==> src/pdw_pkg.sv <==
// Purpose: constants for the power-down, wake-up and reset-cause block
// Assumes: 10 MHz mclk, APB register access
// Notes: offsets are byte addresses of aligned 32-bit words
package pdw_pkg;
  // ==========================================================
  // register map
  localparam logic [11:0] PDW_OFS_RSTFLAGS = 12'h000;
  localparam logic [11:0] PDW_OFS_WAKEEN = 12'h004;
  localparam logic [11:0] PDW_OFS_PULLA = 12'h008;
  localparam logic [11:0] PDW_OFS_PULLB = 12'h00c;
  localparam logic [11:0] PDW_OFS_WDTCTL = 12'h010;
  localparam logic [11:0] PDW_OFS_LVCTL = 12'h014;
  localparam logic [11:0] PDW_OFS_STATUS = 12'h018;
  localparam logic [11:0] PDW_OFS_CONFIG = 12'h01c;
  // ==========================================================
  // field positions
  localparam int PDW_BIT_LOW_VOLTAGE_RESET_FLAG = 2;
  localparam int PDW_BIT_LCRF = 1;
  localparam int PDW_BIT_WCRF = 0;
  localparam int PDW_BIT_TOF = 5;
  localparam int PDW_BIT_PDF = 4;
  localparam int PDW_BIT_SLEEP = 0;
  localparam int PDW_BIT_XTAL = 0;
  // ==========================================================
  // reset values and codes
  localparam logic [7:0] PDW_RST_WDTCTL = 8'h53;
  localparam logic [4:0] PDW_WE_DISABLE = 5'h15;
  localparam logic [4:0] PDW_WE_ENABLE = 5'h0a;
  localparam logic [7:0] PDW_RST_PULL = 8'h00;
  localparam logic [7:0] PDW_RST_WAKE = 8'h00;
  localparam logic [7:0] PDW_RST_LVCTL = 8'h00;
  // ==========================================================
  // timing
  localparam int PDW_CLK_HZ = 10000000;
  localparam int PDW_SST1_CYC = 2;
  localparam int PDW_SST2_CYC = 1024;
  localparam int PDW_RSTD_MS = 50;
  localparam int PDW_RSTD_CYC = PDW_RSTD_MS * (PDW_CLK_HZ / 1000);
  localparam int PDW_WCR_INTERNAL_SLOW_OSC_CYC = 2;
  typedef enum logic [1:0] {PDW_RUN, PDW_SLEEP, PDW_WAKEWAIT} pdw_state_e;
endpackage : pdw_pkg

==> src/pdw_core.sv <==
// Purpose: power-down entry, wake-up delay and reset-cause flags
// Assumes: one mclk domain; pins and slow oscillator tick come from outside
// Notes: mclk is modelled as gated by the sleep state, not truly stopped
//
// How it works
// - reset-cause bits seven to three always read zero.
// - low-voltage reset flag set by low-voltage event, software clears.
// - voltage-control flag set on undefined control value, software clears.
// - watchdog-control flag set on bad watchdog code, software clears.
// - wake-enable register picks port A pins whose falling edge wakes.
// - pull-high select registers drive per-pin pull-high enables.
// - in sleep system clock stops; slow oscillator keeps watchdog running.
// - only the stop instruction enters sleep and halts execution.
// - registers and ports keep their values on sleep entry.
// - watchdog counter cleared at sleep entry, then resumes if enabled.
// - stop instruction sets power-down flag, clears timeout flag.
// - wake on enabled pin falling edge, interrupt or watchdog overflow.
// - power-up or clear-watchdog clears power-down flag; stop sets it.
// - watchdog timeout in sleep sets timeout flag, resets pc and sp only.
// - pin wake resumes after the stop instruction.
// - disabled or stack-full interrupt wake resumes after stop, stays pending.
// - enabled interrupt with free stack takes normal interrupt response.
// - interrupt already pending before sleep does not wake.
// - wake waits 2 clocks on fast oscillator, 1024 on crystal.
// - power-on or low-voltage wake waits reset delay plus 1024 cycles.
// - bad watchdog code resets on the second slow edge, one to two slow cycles later, sets flag.
// - status writes never alter timeout or power-down flags.
`timescale 1ns/1ps
module pdw_core
  import pdw_pkg::*;
#(
  parameter int RSTD_CYC = PDW_RSTD_CYC,
  parameter int NPINS = 8
) (
  // clock and reset
  input wire logic mclk,
  input wire logic rst_b,
  // apb
  input wire logic psel,
  input wire logic penable,
  input wire logic pwrite,
  input wire logic [11:0] paddr,
  input wire logic [31:0] pwdata,
  output logic [31:0] prdata,
  output logic pready,
  output logic pslverr,
  // cpu events
  input wire logic stopInstr,
  input wire logic clrWdtInstr,
  input wire logic [7:0] irqReq,
  input wire logic [7:0] irqEnable,
  input wire logic stackFull,
  // supervision events and pins
  input wire logic lowVoltageEvt,
  input wire logic wdtOverflow,
  input wire logic slowOscTick,
  input wire logic [NPINS-1:0] portAPins,
  // outputs
  output logic cpuRun,
  output logic sysClkEnable,
  output logic wdtClear,
  output logic pcSpReset,
  output logic irqTakeOnWake,
  output logic resumeNext,
  output logic sysResetReq,
  output logic [NPINS-1:0] pullAEnable,
  output logic [7:0] pullBEnable,
  output logic [4:0] wdtEnableField,
  output logic [2:0] wdtPeriodSel
);
  initial begin
    if (NPINS < 1 || NPINS > 8) $error("NPINS must be 1..8");
    if (RSTD_CYC < 1) $error("RSTD_CYC must be positive");
  end

  localparam int WCW = $clog2(RSTD_CYC + PDW_SST2_CYC + 1);

  // ==========================================================
  // apb slave, zero wait states
  logic [7:0] wakeEn_r;
  logic [7:0] pullA_r;
  logic [7:0] pullB_r;
  logic [7:0] wdtCtl_r;
  logic [7:0] lvCtl_r;
  logic xtalSel_r;
  logic low_voltage_reset_flag_r;
  logic lcrf_r;
  logic wcrf_r;
  logic pdf_r;
  logic tof_r;
  pdw_state_e state_r;
  logic [WCW-1:0] waitCnt_r;

  logic wrAcc;
  assign wrAcc = psel & penable & pwrite;

  function automatic logic hit(input logic [11:0] a, input logic [11:0] ofs);
    hit = (a[11:2] == ofs[11:2]);
  endfunction : hit

  function automatic logic lvDefined(input logic [7:0] v);
    // only a few threshold codes are valid; others act as a software reset
    lvDefined = (v == 8'h00) || (v == 8'h33) || (v == 8'h99) || (v == 8'haa);
  endfunction : lvDefined

  logic mapped;
  assign mapped = hit(paddr, PDW_OFS_RSTFLAGS) | hit(paddr, PDW_OFS_WAKEEN) | hit(paddr, PDW_OFS_PULLA) |
                  hit(paddr, PDW_OFS_PULLB) | hit(paddr, PDW_OFS_WDTCTL) | hit(paddr, PDW_OFS_LVCTL) |
                  hit(paddr, PDW_OFS_STATUS) | hit(paddr, PDW_OFS_CONFIG);

  // read mux, registered below so prdata comes straight from a flip-flop
  logic [31:0] rdMux;
  always_comb begin
    rdMux = 32'h0;
    case (paddr[11:2])
      PDW_OFS_RSTFLAGS[11:2]: rdMux = {29'h0, low_voltage_reset_flag_r, lcrf_r, wcrf_r};
      PDW_OFS_WAKEEN[11:2]: rdMux = {24'h0, wakeEn_r};
      PDW_OFS_PULLA[11:2]: rdMux = {24'h0, pullA_r};
      PDW_OFS_PULLB[11:2]: rdMux = {24'h0, pullB_r};
      PDW_OFS_WDTCTL[11:2]: rdMux = {24'h0, wdtCtl_r};
      PDW_OFS_LVCTL[11:2]: rdMux = {24'h0, lvCtl_r};
      PDW_OFS_STATUS[11:2]: rdMux = {26'h0, tof_r, pdf_r, 3'h0, state_r != PDW_RUN};
      PDW_OFS_CONFIG[11:2]: rdMux = {31'h0, xtalSel_r};
      default: rdMux = 32'h0;
    endcase
  end

  always_ff @(posedge mclk) begin
    if (!rst_b) begin
      pready <= 1'b0;
      pslverr <= 1'b0;
      prdata <= 32'h0;
    end else begin
      pready <= psel & ~penable;
      pslverr <= psel & ~penable & ~mapped;
      prdata <= 32'h0;
      if (psel & ~penable & ~pwrite) prdata <= rdMux;
    end
  end

  logic wrStrobe;
  // write takes effect in the access cycle, pready is high there
  assign wrStrobe = wrAcc & pready & ~pslverr;

  // ==========================================================
  // configuration registers, untouched by sleep entry
  always_ff @(posedge mclk) begin
    if (!rst_b) begin
      wakeEn_r <= PDW_RST_WAKE;
      pullA_r <= PDW_RST_PULL;
      pullB_r <= PDW_RST_PULL;
      wdtCtl_r <= PDW_RST_WDTCTL;
      lvCtl_r <= PDW_RST_LVCTL;
      xtalSel_r <= 1'b0;
    end else if (wrStrobe) begin
      if (hit(paddr, PDW_OFS_WAKEEN)) wakeEn_r <= pwdata[7:0];
      if (hit(paddr, PDW_OFS_PULLA)) pullA_r <= pwdata[7:0];
      if (hit(paddr, PDW_OFS_PULLB)) pullB_r <= pwdata[7:0];
      if (hit(paddr, PDW_OFS_WDTCTL)) wdtCtl_r <= pwdata[7:0];
      if (hit(paddr, PDW_OFS_LVCTL)) lvCtl_r <= pwdata[7:0];
      if (hit(paddr, PDW_OFS_CONFIG)) xtalSel_r <= pwdata[PDW_BIT_XTAL];
    end
  end

  // ==========================================================
  // pin synchronisers: a level counts once stages two and three agree
  logic [NPINS-1:0] pinFall;
  genvar gi;
  generate
    for (gi = 0; gi < NPINS; gi++) begin : g_pin
      logic s1_r;
      logic s2_r;
      logic s3_r;
      logic lvl_r;
      always_ff @(posedge mclk) begin
        if (!rst_b) begin
          s1_r <= 1'b1;
          s2_r <= 1'b1;
          s3_r <= 1'b1;
          lvl_r <= 1'b1;
        end else begin
          s1_r <= portAPins[gi];
          s2_r <= s1_r;
          s3_r <= s2_r;
          if (s2_r == s3_r) lvl_r <= s2_r;
        end
      end
      // accepted level starts high like the idle pin, so release gives no false edge
      assign pinFall[gi] = lvl_r & ~s2_r & ~s3_r;
    end
  endgenerate
  logic pinWake;
  assign pinWake = |(pinFall & wakeEn_r[NPINS-1:0]);

  // ==========================================================
  // slow oscillator tick sync, bad watchdog code reset
  logic tkS1_r;
  logic tkS2_r;
  logic tkS3_r;
  logic slowLvl_r;
  logic [1:0] wcrCnt_r;
  logic wdtBad;
  logic slowEdge;
  assign wdtBad = (wdtCtl_r[7:3] != PDW_WE_DISABLE) && (wdtCtl_r[7:3] != PDW_WE_ENABLE);
  // rising edge of the accepted level, immune to a one-stage glitch
  assign slowEdge = tkS2_r & tkS3_r & ~slowLvl_r;
  always_ff @(posedge mclk) begin
    if (!rst_b) begin
      tkS1_r <= 1'b0;
      tkS2_r <= 1'b0;
      tkS3_r <= 1'b0;
      slowLvl_r <= 1'b0;
      wcrCnt_r <= 2'h0;
    end else begin
      tkS1_r <= slowOscTick;
      tkS2_r <= tkS1_r;
      tkS3_r <= tkS2_r;
      if (tkS2_r == tkS3_r) slowLvl_r <= tkS2_r;
      if (!wdtBad) wcrCnt_r <= 2'h0;
      else if (slowEdge && wcrCnt_r != 2'(PDW_WCR_INTERNAL_SLOW_OSC_CYC)) wcrCnt_r <= wcrCnt_r + 2'h1;
    end
  end
  logic wcrFire;
  assign wcrFire = wdtBad && slowEdge && wcrCnt_r == 2'(PDW_WCR_INTERNAL_SLOW_OSC_CYC - 1);

  // ==========================================================
  // reset-cause flags: set beats clear, write of one keeps value
  logic flagWr;
  assign flagWr = wrStrobe & hit(paddr, PDW_OFS_RSTFLAGS);
  always_ff @(posedge mclk) begin
    if (!rst_b) begin
      low_voltage_reset_flag_r <= 1'b0;
      lcrf_r <= 1'b0;
      wcrf_r <= 1'b0;
    end else begin
      if (lowVoltageEvt) low_voltage_reset_flag_r <= 1'b1;
      else if (flagWr && !pwdata[PDW_BIT_LOW_VOLTAGE_RESET_FLAG]) low_voltage_reset_flag_r <= 1'b0;
      if (!lvDefined(lvCtl_r)) lcrf_r <= 1'b1;
      else if (flagWr && !pwdata[PDW_BIT_LCRF]) lcrf_r <= 1'b0;
      if (wcrFire) wcrf_r <= 1'b1;
      else if (flagWr && !pwdata[PDW_BIT_WCRF]) wcrf_r <= 1'b0;
    end
  end

  // ==========================================================
  // power-down and timeout flags, ignore status writes
  always_ff @(posedge mclk) begin
    if (!rst_b) begin
      pdf_r <= 1'b0;
      tof_r <= 1'b0;
    end else begin
      if (state_r == PDW_RUN && stopInstr) begin
        pdf_r <= 1'b1;
        tof_r <= 1'b0;
      end else if (state_r == PDW_RUN && clrWdtInstr) begin
        pdf_r <= 1'b0;
        tof_r <= 1'b0;
      end
      if (wdtOverflow) tof_r <= 1'b1;
    end
  end

  // ==========================================================
  // sleep state machine and wake delay
  logic [7:0] irqMask_r;
  logic [7:0] irqFresh;
  logic anyIrqWake;
  logic enIrqWake;
  assign irqFresh = irqReq & ~irqMask_r;
  assign anyIrqWake = |irqFresh;
  assign enIrqWake = |(irqFresh & irqEnable);

  always_ff @(posedge mclk) begin
    if (!rst_b) begin
      state_r <= PDW_WAKEWAIT;
      waitCnt_r <= WCW'(RSTD_CYC + PDW_SST2_CYC);
      irqMask_r <= 8'h00;
      cpuRun <= 1'b0;
      sysClkEnable <= 1'b1;
      wdtClear <= 1'b0;
      pcSpReset <= 1'b0;
      irqTakeOnWake <= 1'b0;
      resumeNext <= 1'b0;
      sysResetReq <= 1'b0;
    end else begin
      wdtClear <= 1'b0;
      pcSpReset <= 1'b0;
      irqTakeOnWake <= 1'b0;
      resumeNext <= 1'b0;
      sysResetReq <= wcrFire | (lcrf_r == 1'b0 && !lvDefined(lvCtl_r));
      case (state_r)
        PDW_RUN: begin
          if (stopInstr) begin
            state_r <= PDW_SLEEP;
            cpuRun <= 1'b0;
            sysClkEnable <= 1'b0;
            wdtClear <= 1'b1;
            irqMask_r <= irqReq;
          end
        end
        PDW_SLEEP: begin
          if (pinWake || anyIrqWake || wdtOverflow) begin
            state_r <= PDW_WAKEWAIT;
            sysClkEnable <= 1'b1;
            waitCnt_r <= xtalSel_r ? WCW'(PDW_SST2_CYC) : WCW'(PDW_SST1_CYC);
            pcSpReset <= wdtOverflow;
            irqTakeOnWake <= !wdtOverflow && enIrqWake && !stackFull;
            resumeNext <= !wdtOverflow && !(enIrqWake && !stackFull);
          end
        end
        PDW_WAKEWAIT: begin
          if (waitCnt_r <= WCW'(1)) begin
            state_r <= PDW_RUN;
            cpuRun <= 1'b1;
          end else begin
            waitCnt_r <= waitCnt_r - WCW'(1);
          end
        end
        default: state_r <= PDW_RUN;
      endcase
      // a low-voltage reset restarts the full reset delay from any state
      if (lowVoltageEvt) begin
        state_r <= PDW_WAKEWAIT;
        waitCnt_r <= WCW'(RSTD_CYC + PDW_SST2_CYC);
        cpuRun <= 1'b0;
        sysClkEnable <= 1'b1;
      end
    end
  end

  // ==========================================================
  // registered configuration outputs
  always_ff @(posedge mclk) begin
    if (!rst_b) begin
      pullAEnable <= '0;
      pullBEnable <= 8'h00;
      wdtEnableField <= PDW_RST_WDTCTL[7:3];
      wdtPeriodSel <= PDW_RST_WDTCTL[2:0];
    end else begin
      pullAEnable <= pullA_r[NPINS-1:0];
      pullBEnable <= pullB_r;
      wdtEnableField <= wdtCtl_r[7:3];
      wdtPeriodSel <= wdtCtl_r[2:0];
    end
  end
endmodule : pdw_core

==> config.mk <==
export PLATFORM = sky130hd
export DESIGN_NAME = pdw_core
export DESIGN_NICKNAME = d
export VERILOG_FILES = /design/src/pdw_pkg.sv /design/src/pdw_core.sv
export SDC_FILE = /design/constraint.sdc
export NUM_CORES = 1
export LEC_CHECK = 0
export ABC_CLOCK_PERIOD_IN_PS = 2150
export BUFFER_PORTS_ARGS = -buffer_cell sky130_fd_sc_hd__buf_2
export CAP_MARGIN = 20
export CORE_UTILIZATION = 30
export CTS_CLUSTER_SIZE = 16
export DETAILED_ROUTE_END_ITERATION = 10
export PLACE_DENSITY_LB_ADDON = 0.12
export SLEW_MARGIN = 0
export SYNTH_ARGS = -nofsm -noshare
export SYNTH_HDL_FRONTEND = slang
export SYNTH_SLANG_ARGS = --single-unit
==> constraint.sdc <==
create_clock -name mclk -period 2.15 [get_ports mclk]
set_input_delay 0.5375 -clock mclk [delete_from_list [all_inputs] [get_ports mclk]]
set_output_delay 0.5375 -clock mclk [all_outputs]
set_load 0.05 [all_outputs]
; ---- Yosys cells after proc, flatten, opt, wreduce, memory -nomap -nowiden
; Cells that the tools add are included.
[classes]
add_sub_neg = 2
order_cmp = 1
n_eq_ne = 30
n_mux = 25
n_bitwise = 61
reduce_logical = 56
[op_table]
columns = cell, count
row1 = one-hot mux 8 bit (8 select lines), 1
row2 = "== test 10 x 3 -> 1 bit, second input constant", 4
row3 = two-way mux 19 bit, 2
row4 = one-hot mux 19 bit (2 select lines), 1
row5 = bitwise AND 1 bit, 26
row6 = bitwise AND 8 bit, 3
row7 = OR reduction 8 bit, 3
row8 = inverter 1 bit, 23
row9 = "== test 10 x 2 -> 1 bit, second input constant", 2
row10 = AND reduction 2 bit, 10
row11 = "less-or-equal comparator 19 x 1 -> 1 bit, second input constant", 1
row12 = "subtractor 19 x 1 -> 19 bit, second input constant", 1
row13 = "== test 8 bit, second input constant", 2
row14 = AND reduction 3 bit, 5
row15 = logical AND 1 bit, 14
row16 = two-way mux 1 bit, 14
row17 = nonzero test 2 bit, 7
row18 = two-way mux 11 bit, 1
row19 = "== test 10 x 1 -> 1 bit, second input constant", 1
row20 = zero test 10 bit, 1
row21 = "!= test 2 bit, second input constant", 5
row22 = == test 1 bit, 9
row23 = "== test 8 x 6 -> 1 bit, second input constant", 1
row24 = zero test 8 bit, 1
row25 = other kinds (16), 37
[totals]
regBits = 178
inputBits = 79
output_inout_bits = 65

; ---- Depth between registers and ports, before layout
[depth]
word_depth = 10
mapped_depth = 8
mapped_depth_nobuf = 7

; ---- Worst setup path after synthesis
; No wires, ideal clock.
[synth_timing]
kind = input-to-reg
from = input port paddr[9]
to = register pullA_r[0]
setup_time_ns = 0.116
arrival_ns = 2.147
required_time_ns = 2.034
slack_ns = -0.113
path_stages = 7
path_buffers = 1
cell_sequence = or4_4 > nor3_4 > and3b_1 > and2_1 > buf_4 > mux2i_1 > nor2b_1
[synth_between]
elab_chain_cells = 2
[synth_lines]
columns = item, line
row1 = start: declaration, pdw_core.sv:42  ; input wire logic [11:0] paddr,
row2 = == test 10 x 2 -> 1 bit, pdw_core.sv:98  ; hit = (a[11:2] == ofs[11:2]);
row3 = AND reduction 2 bit (no source line), --
row4 = end signal: assignment, pdw_core.sv:157  ; if (hit(paddr, PDW_OFS_PULLA)) pullA_r <= pwdata[7:0];
row5 = end: declaration, pdw_core.sv:81  ; logic [7:0] pullA_r;
; No other way between the ends.
; A chain may end at the register's enable or synchronous reset.

; ---- Worst setup path in the final report
[layout_timing]
from = register waitCnt_r[3]
to = register waitCnt_r[18]
[layout_between]
elab_chain_cells = 3
[layout_lines]
columns = item, line
row1 = start: declaration, pdw_core.sv:92  ; logic [WCW-1:0] waitCnt_r;
row2 = start signal: assignment, pdw_core.sv:276  ; waitCnt_r <= WCW'(RSTD_CYC + PDW_SST2_CYC);
row3 = start signal: assignment, pdw_core.sv:305  ; waitCnt_r <= xtalSel_r ? WCW'(PDW_SST2_CYC) : WCW'(PDW_SST1_CYC);
row4 = start signal: assignment, pdw_core.sv:316  ; waitCnt_r <= waitCnt_r - WCW'(1);
row5 = subtractor 19 x 1 -> 19 bit or less-or-equal comparator 19 x 1 -> 1 bit (tied branches), "pdw_core.sv:316, pdw_core.sv:312"
row6 = two-way mux 19 bit or != test 2 bit (tied branches), --
row7 = one-hot mux 19 bit (2 select lines) or AND reduction 3 bit (tied branches), --
; Several ways; a longest one is shown, not always the timed one. The select of a mux whose other input is x is not followed.

==> results.yml <==
final_layout:
  layout-drive-gt1-share_pct: 23.86
  fin_util_pct: 38.65
  final_net_count: 838
  regArea_sq_mm: 0.003085
  multiInputGateArea_sq_mm: 0.003002
  antenna_cells: 0
  fillers: 2018
  layout-area-overhead-vs-synth_pct: 25.22
clock_network:
  clock-sinks: 154
  postCtsSetupBuffers: 0
  clk_latency_ps: 430
  clkTransAtPathRegs_ps: 60
  cts_tree: "built"
  cts_hold_buf: 0
  cts_made_buffers: 17
  cts.path.max_buffers: 2
  htreeDepth: 4
  cts_root_buf: "clkbuf_16"
logic_synthesis:
  synthAdderAreaFrac_pct: 0.9954
  synthesis.area_sq_mm: 0.006285
  synth_area_leaders: "dfxtp_1 49%, mux2i_1 7.0%, nor2b_1 5.2%"
  synth_top_family_by_area: "simple AND/OR/NAND/NOR gates"
  synth_seq_cells: 154
  ys_warn_count: 0
  synthMuxAreaShare_pct: 8.083
  synth_common_cells: "154 x dfxtp_1, 52 x nor2b_1, 44 x mux2i_1"
  synth.most_common_cell: "dfxtp_1"
  synthSimpleGateAreaFrac_pct: 24.61
  synthCells: 636
  synth-edff-count: 0
  synth_top_area_share_pct: 49.05
  synth-compound-area-share_pct: 9.636
  synth_top_cell_by_area: "dfxtp_1"
  ys_types: 62
  post_synth.cell_area_avg_sq_um: 9.882
  async_flop_share_pct: 0
  seq_area_frac_synth_pct: 49.05
  synth_xor_area_share_pct: 2.508
  synth_top_flop_cell: "dfxtp_1"
power_and_ir_drop:
  max-vdd-ir-drop_mv: 0.4547
  power.switching_mw: 1.490
  intPower_mw: 4.950
  p_per_area_mw_per_mm2: 818.3
  p_clk_share_pct: 49.0
  comb_power_share_pct: 5.7
  p_sw_share_pct: 23.14
  leakagePower_nw: 3.082
  power.share.sequential_pct: 45.3
  power_mw: 6.440
routing:
  wl_met3_um: 523
  avgViaCountPerCell: 4.495
  post-route-drc-count: 0
  drt-initial-drc-count: 241
  met1_length_um: 7114
  routed_wl_um: 14780
  ant_nets: 0
  wl_per_cell_um: 14.25
  vias: 4661
  highest_layer: "met4"
  dr_wl_met2_um: 6889
  dr.pass1.iters: 4
setup_path:
  cp_cell_sequence: "nor4_4, nand3_2, or4b_4, nor3_2, xnor2_1, o21ai_1"
  critPathLaunchType: "flip-flop"
  worst-path-max-fanout: 5
  crit_family: "simple AND/OR/NAND/NOR gates"
  worstSetupEndpointType: "flip-flop"
  reg2reg_depth: 6
  slowest_stage: "or4b_4"
  worst-setup-path-type: "reg2reg"
  r2r_setup_slack_ps: 190
  critical_path_buf_inv_count: 0
  max_stage_delay_ps: 590
  r2r-start: "waitCnt_r[3]"
  cp.arrival_ps: 2280
  timing.rr.end: "waitCnt_r[18]"
  critPathRequiredTime_ps: 2470
global_routing:
  grt.total_usage_pct: 14.43
  antenna_found_initial: 0
  grt_overflow_total: 0
  grt_start_max_net_pins: 57
  grt_pass1_vias: 4543
  grt_pass1_wl_um: 23810
placement:
  io_buffer_count: 93
  dp_hpwl_um: 10800
  gp_congestion: 0.7824
timing:
  setup_viol: 0
  fmax_ghz: 0.5102
  fin_crit_sh_pct: 91.16
  fin_crit_ps: 1960
  tightest_slew_ps: 505.7
  maxSlewHeadroom_pct: 66.29
  tns_ps: 0
  drv_slew: 0
  fin_worst_skew_ps: 11.86
  hold_violations: 0
floorplanning:
  die_w_um: 146.7
  ios: 144
  dieArea_sq_mm: 0.02153
  core-area_sq_mm: 0.02036
  rows: 52
  die_y_um: 146.7
  initial_utilization_pct: 30.86
worst_hold_path:
  holdPathStages: 2
  holdPathEnd: "g_pin[6].s1_r"
  hp-start: "portAPins[6]"
  hold_class: "in2reg"
run_status:
  status: "complete, no violations"
flow_run:
  cap_violations: 0
==> metal layers <==
layer / vias up / GRT usage [%]
met2: 88 / 23.06
met1: 2181 / 18.66
met5: - / 0
li1: 2376 / -
met4: 0 / 6.406
met3: 16 / 3.106
==> layout by cell type, fill, tap and decap left out, drive strengths merged, types with 3 or more instances in the layout <==
master  netlist  layout
nor4bb        8       8
a211oi        4       4
buf          29     126
or3           5       5
nor3         17      17
ha            5       5
o21ai        19      19
xor2          7       7
conb          1      24
and2         27      27
inv           9      13
xnor2        11      11
nor4         11      11
nor2b        52      52
nand2b       38      38
a22o          4       4
a21oi        19      19
dfxtp       154     154
a22oi        13      13
clkbuf       21      20
a31oi         4       4
mux2          4       4
a21boi       10      10
mux2i        44      44
clkinv        0       5
nand2        40      40
nor2         42      42
bufinv        0       3
nand3         4       4
==> final cells by class <==
| type | instances | area share, % |
|---|---|---|
| tap | 270 | 4.293 |
| clock buffer | 20 | 5.930 |
| inverter | 9 | 0.4293 |
| sequential | 154 | 39.21 |
| multi-input combinational | 446 | 38.14 |
| clock inverter | 12 | 2.051 |
| timing repair buffer | 126 | 9.952 |
==> state kept, by name, summed over array words and instances, names as in the netlist, 8 cells and up <==
register	cells
pullAEnable	8
pullA_r	8
pullB_r	8
g_pin.lvl_r	8
g_pin.s1_r	8
irqMask_r	8
wdtCtl_r	8
lvCtl_r	8
prdata	8
g_pin.s3_r	8
g_pin.s2_r	8
waitCnt_r	19
pullBEnable	8
wakeEn_r	8
==> through the flow <==
step                hold WS, ps  std cells  cell area (sq um)  worst slack (ps)
finish                    286.3       1037               7870             190.0
global route              277.8       1037               7870            -2.703
CTS                       266.4       1037               7831             37.24
detailed placement        391.6       1005               7203            -191.6
global placement          389.9       1005               7203            -176.8
floorplan                 386.3        659               6380            -112.4
==> power groups by stage <==
| stage | Clock [mW] | Combinational [mW] | Sequential, mW |
|---|---|---|---|
| floorplan | 0 | 0.281 | 2.97 |
| global placement | 0 | 0.364 | 2.97 |
| detailed placement | 0 | 0.368 | 2.98 |
| CTS | 3.26 | 0.368 | 2.91 |
| global route | 3.40 | 0.402 | 2.92 |
| finish | 3.16 | 0.369 | 2.91 |
==> worst max path at each step <==
stage                  from             to  slack [ps]  cells past startpoint
5_1_grt        waitCnt_r[3]  waitCnt_r[18]          -3                      6
3_3_place_gp      paddr[10]     pullA_r[7]        -180                      8
4_1_cts         wakeEn_r[0]   waitCnt_r[9]          40                      8
3_5_place_dp      paddr[10]     pullA_r[5]        -190                      8
6_report       waitCnt_r[3]  waitCnt_r[18]         190                      6
2_1_floorplan     paddr[10]     pullA_r[0]        -110                      7
==> kinds of logic after synthesis <==
family	after synthesis
adder cells (fa/ha/maj)	5
AO/OA/AOI/OAI	91
AND/OR/NAND/NOR	259
other	1
XOR/XNOR	18
flip-flops	154
buffers and inverters	59
multiplexers	49
==> worst register-to-register path, stage by stage, from the launching register on <==
cell and delay (ps):
dfxtp_1 370, nor4_4 340, nand3_2 150, or4b_4 590, nor3_2 200, xnor2_1 140
o21ai_1 70
==> repair_timing <==
item,in CTS,in global routing
setup endpoints to repair,9,11
gates resized for setup,1,9
pin swaps,1,2
Note: power is estimated with default switching activity, not from simulation.
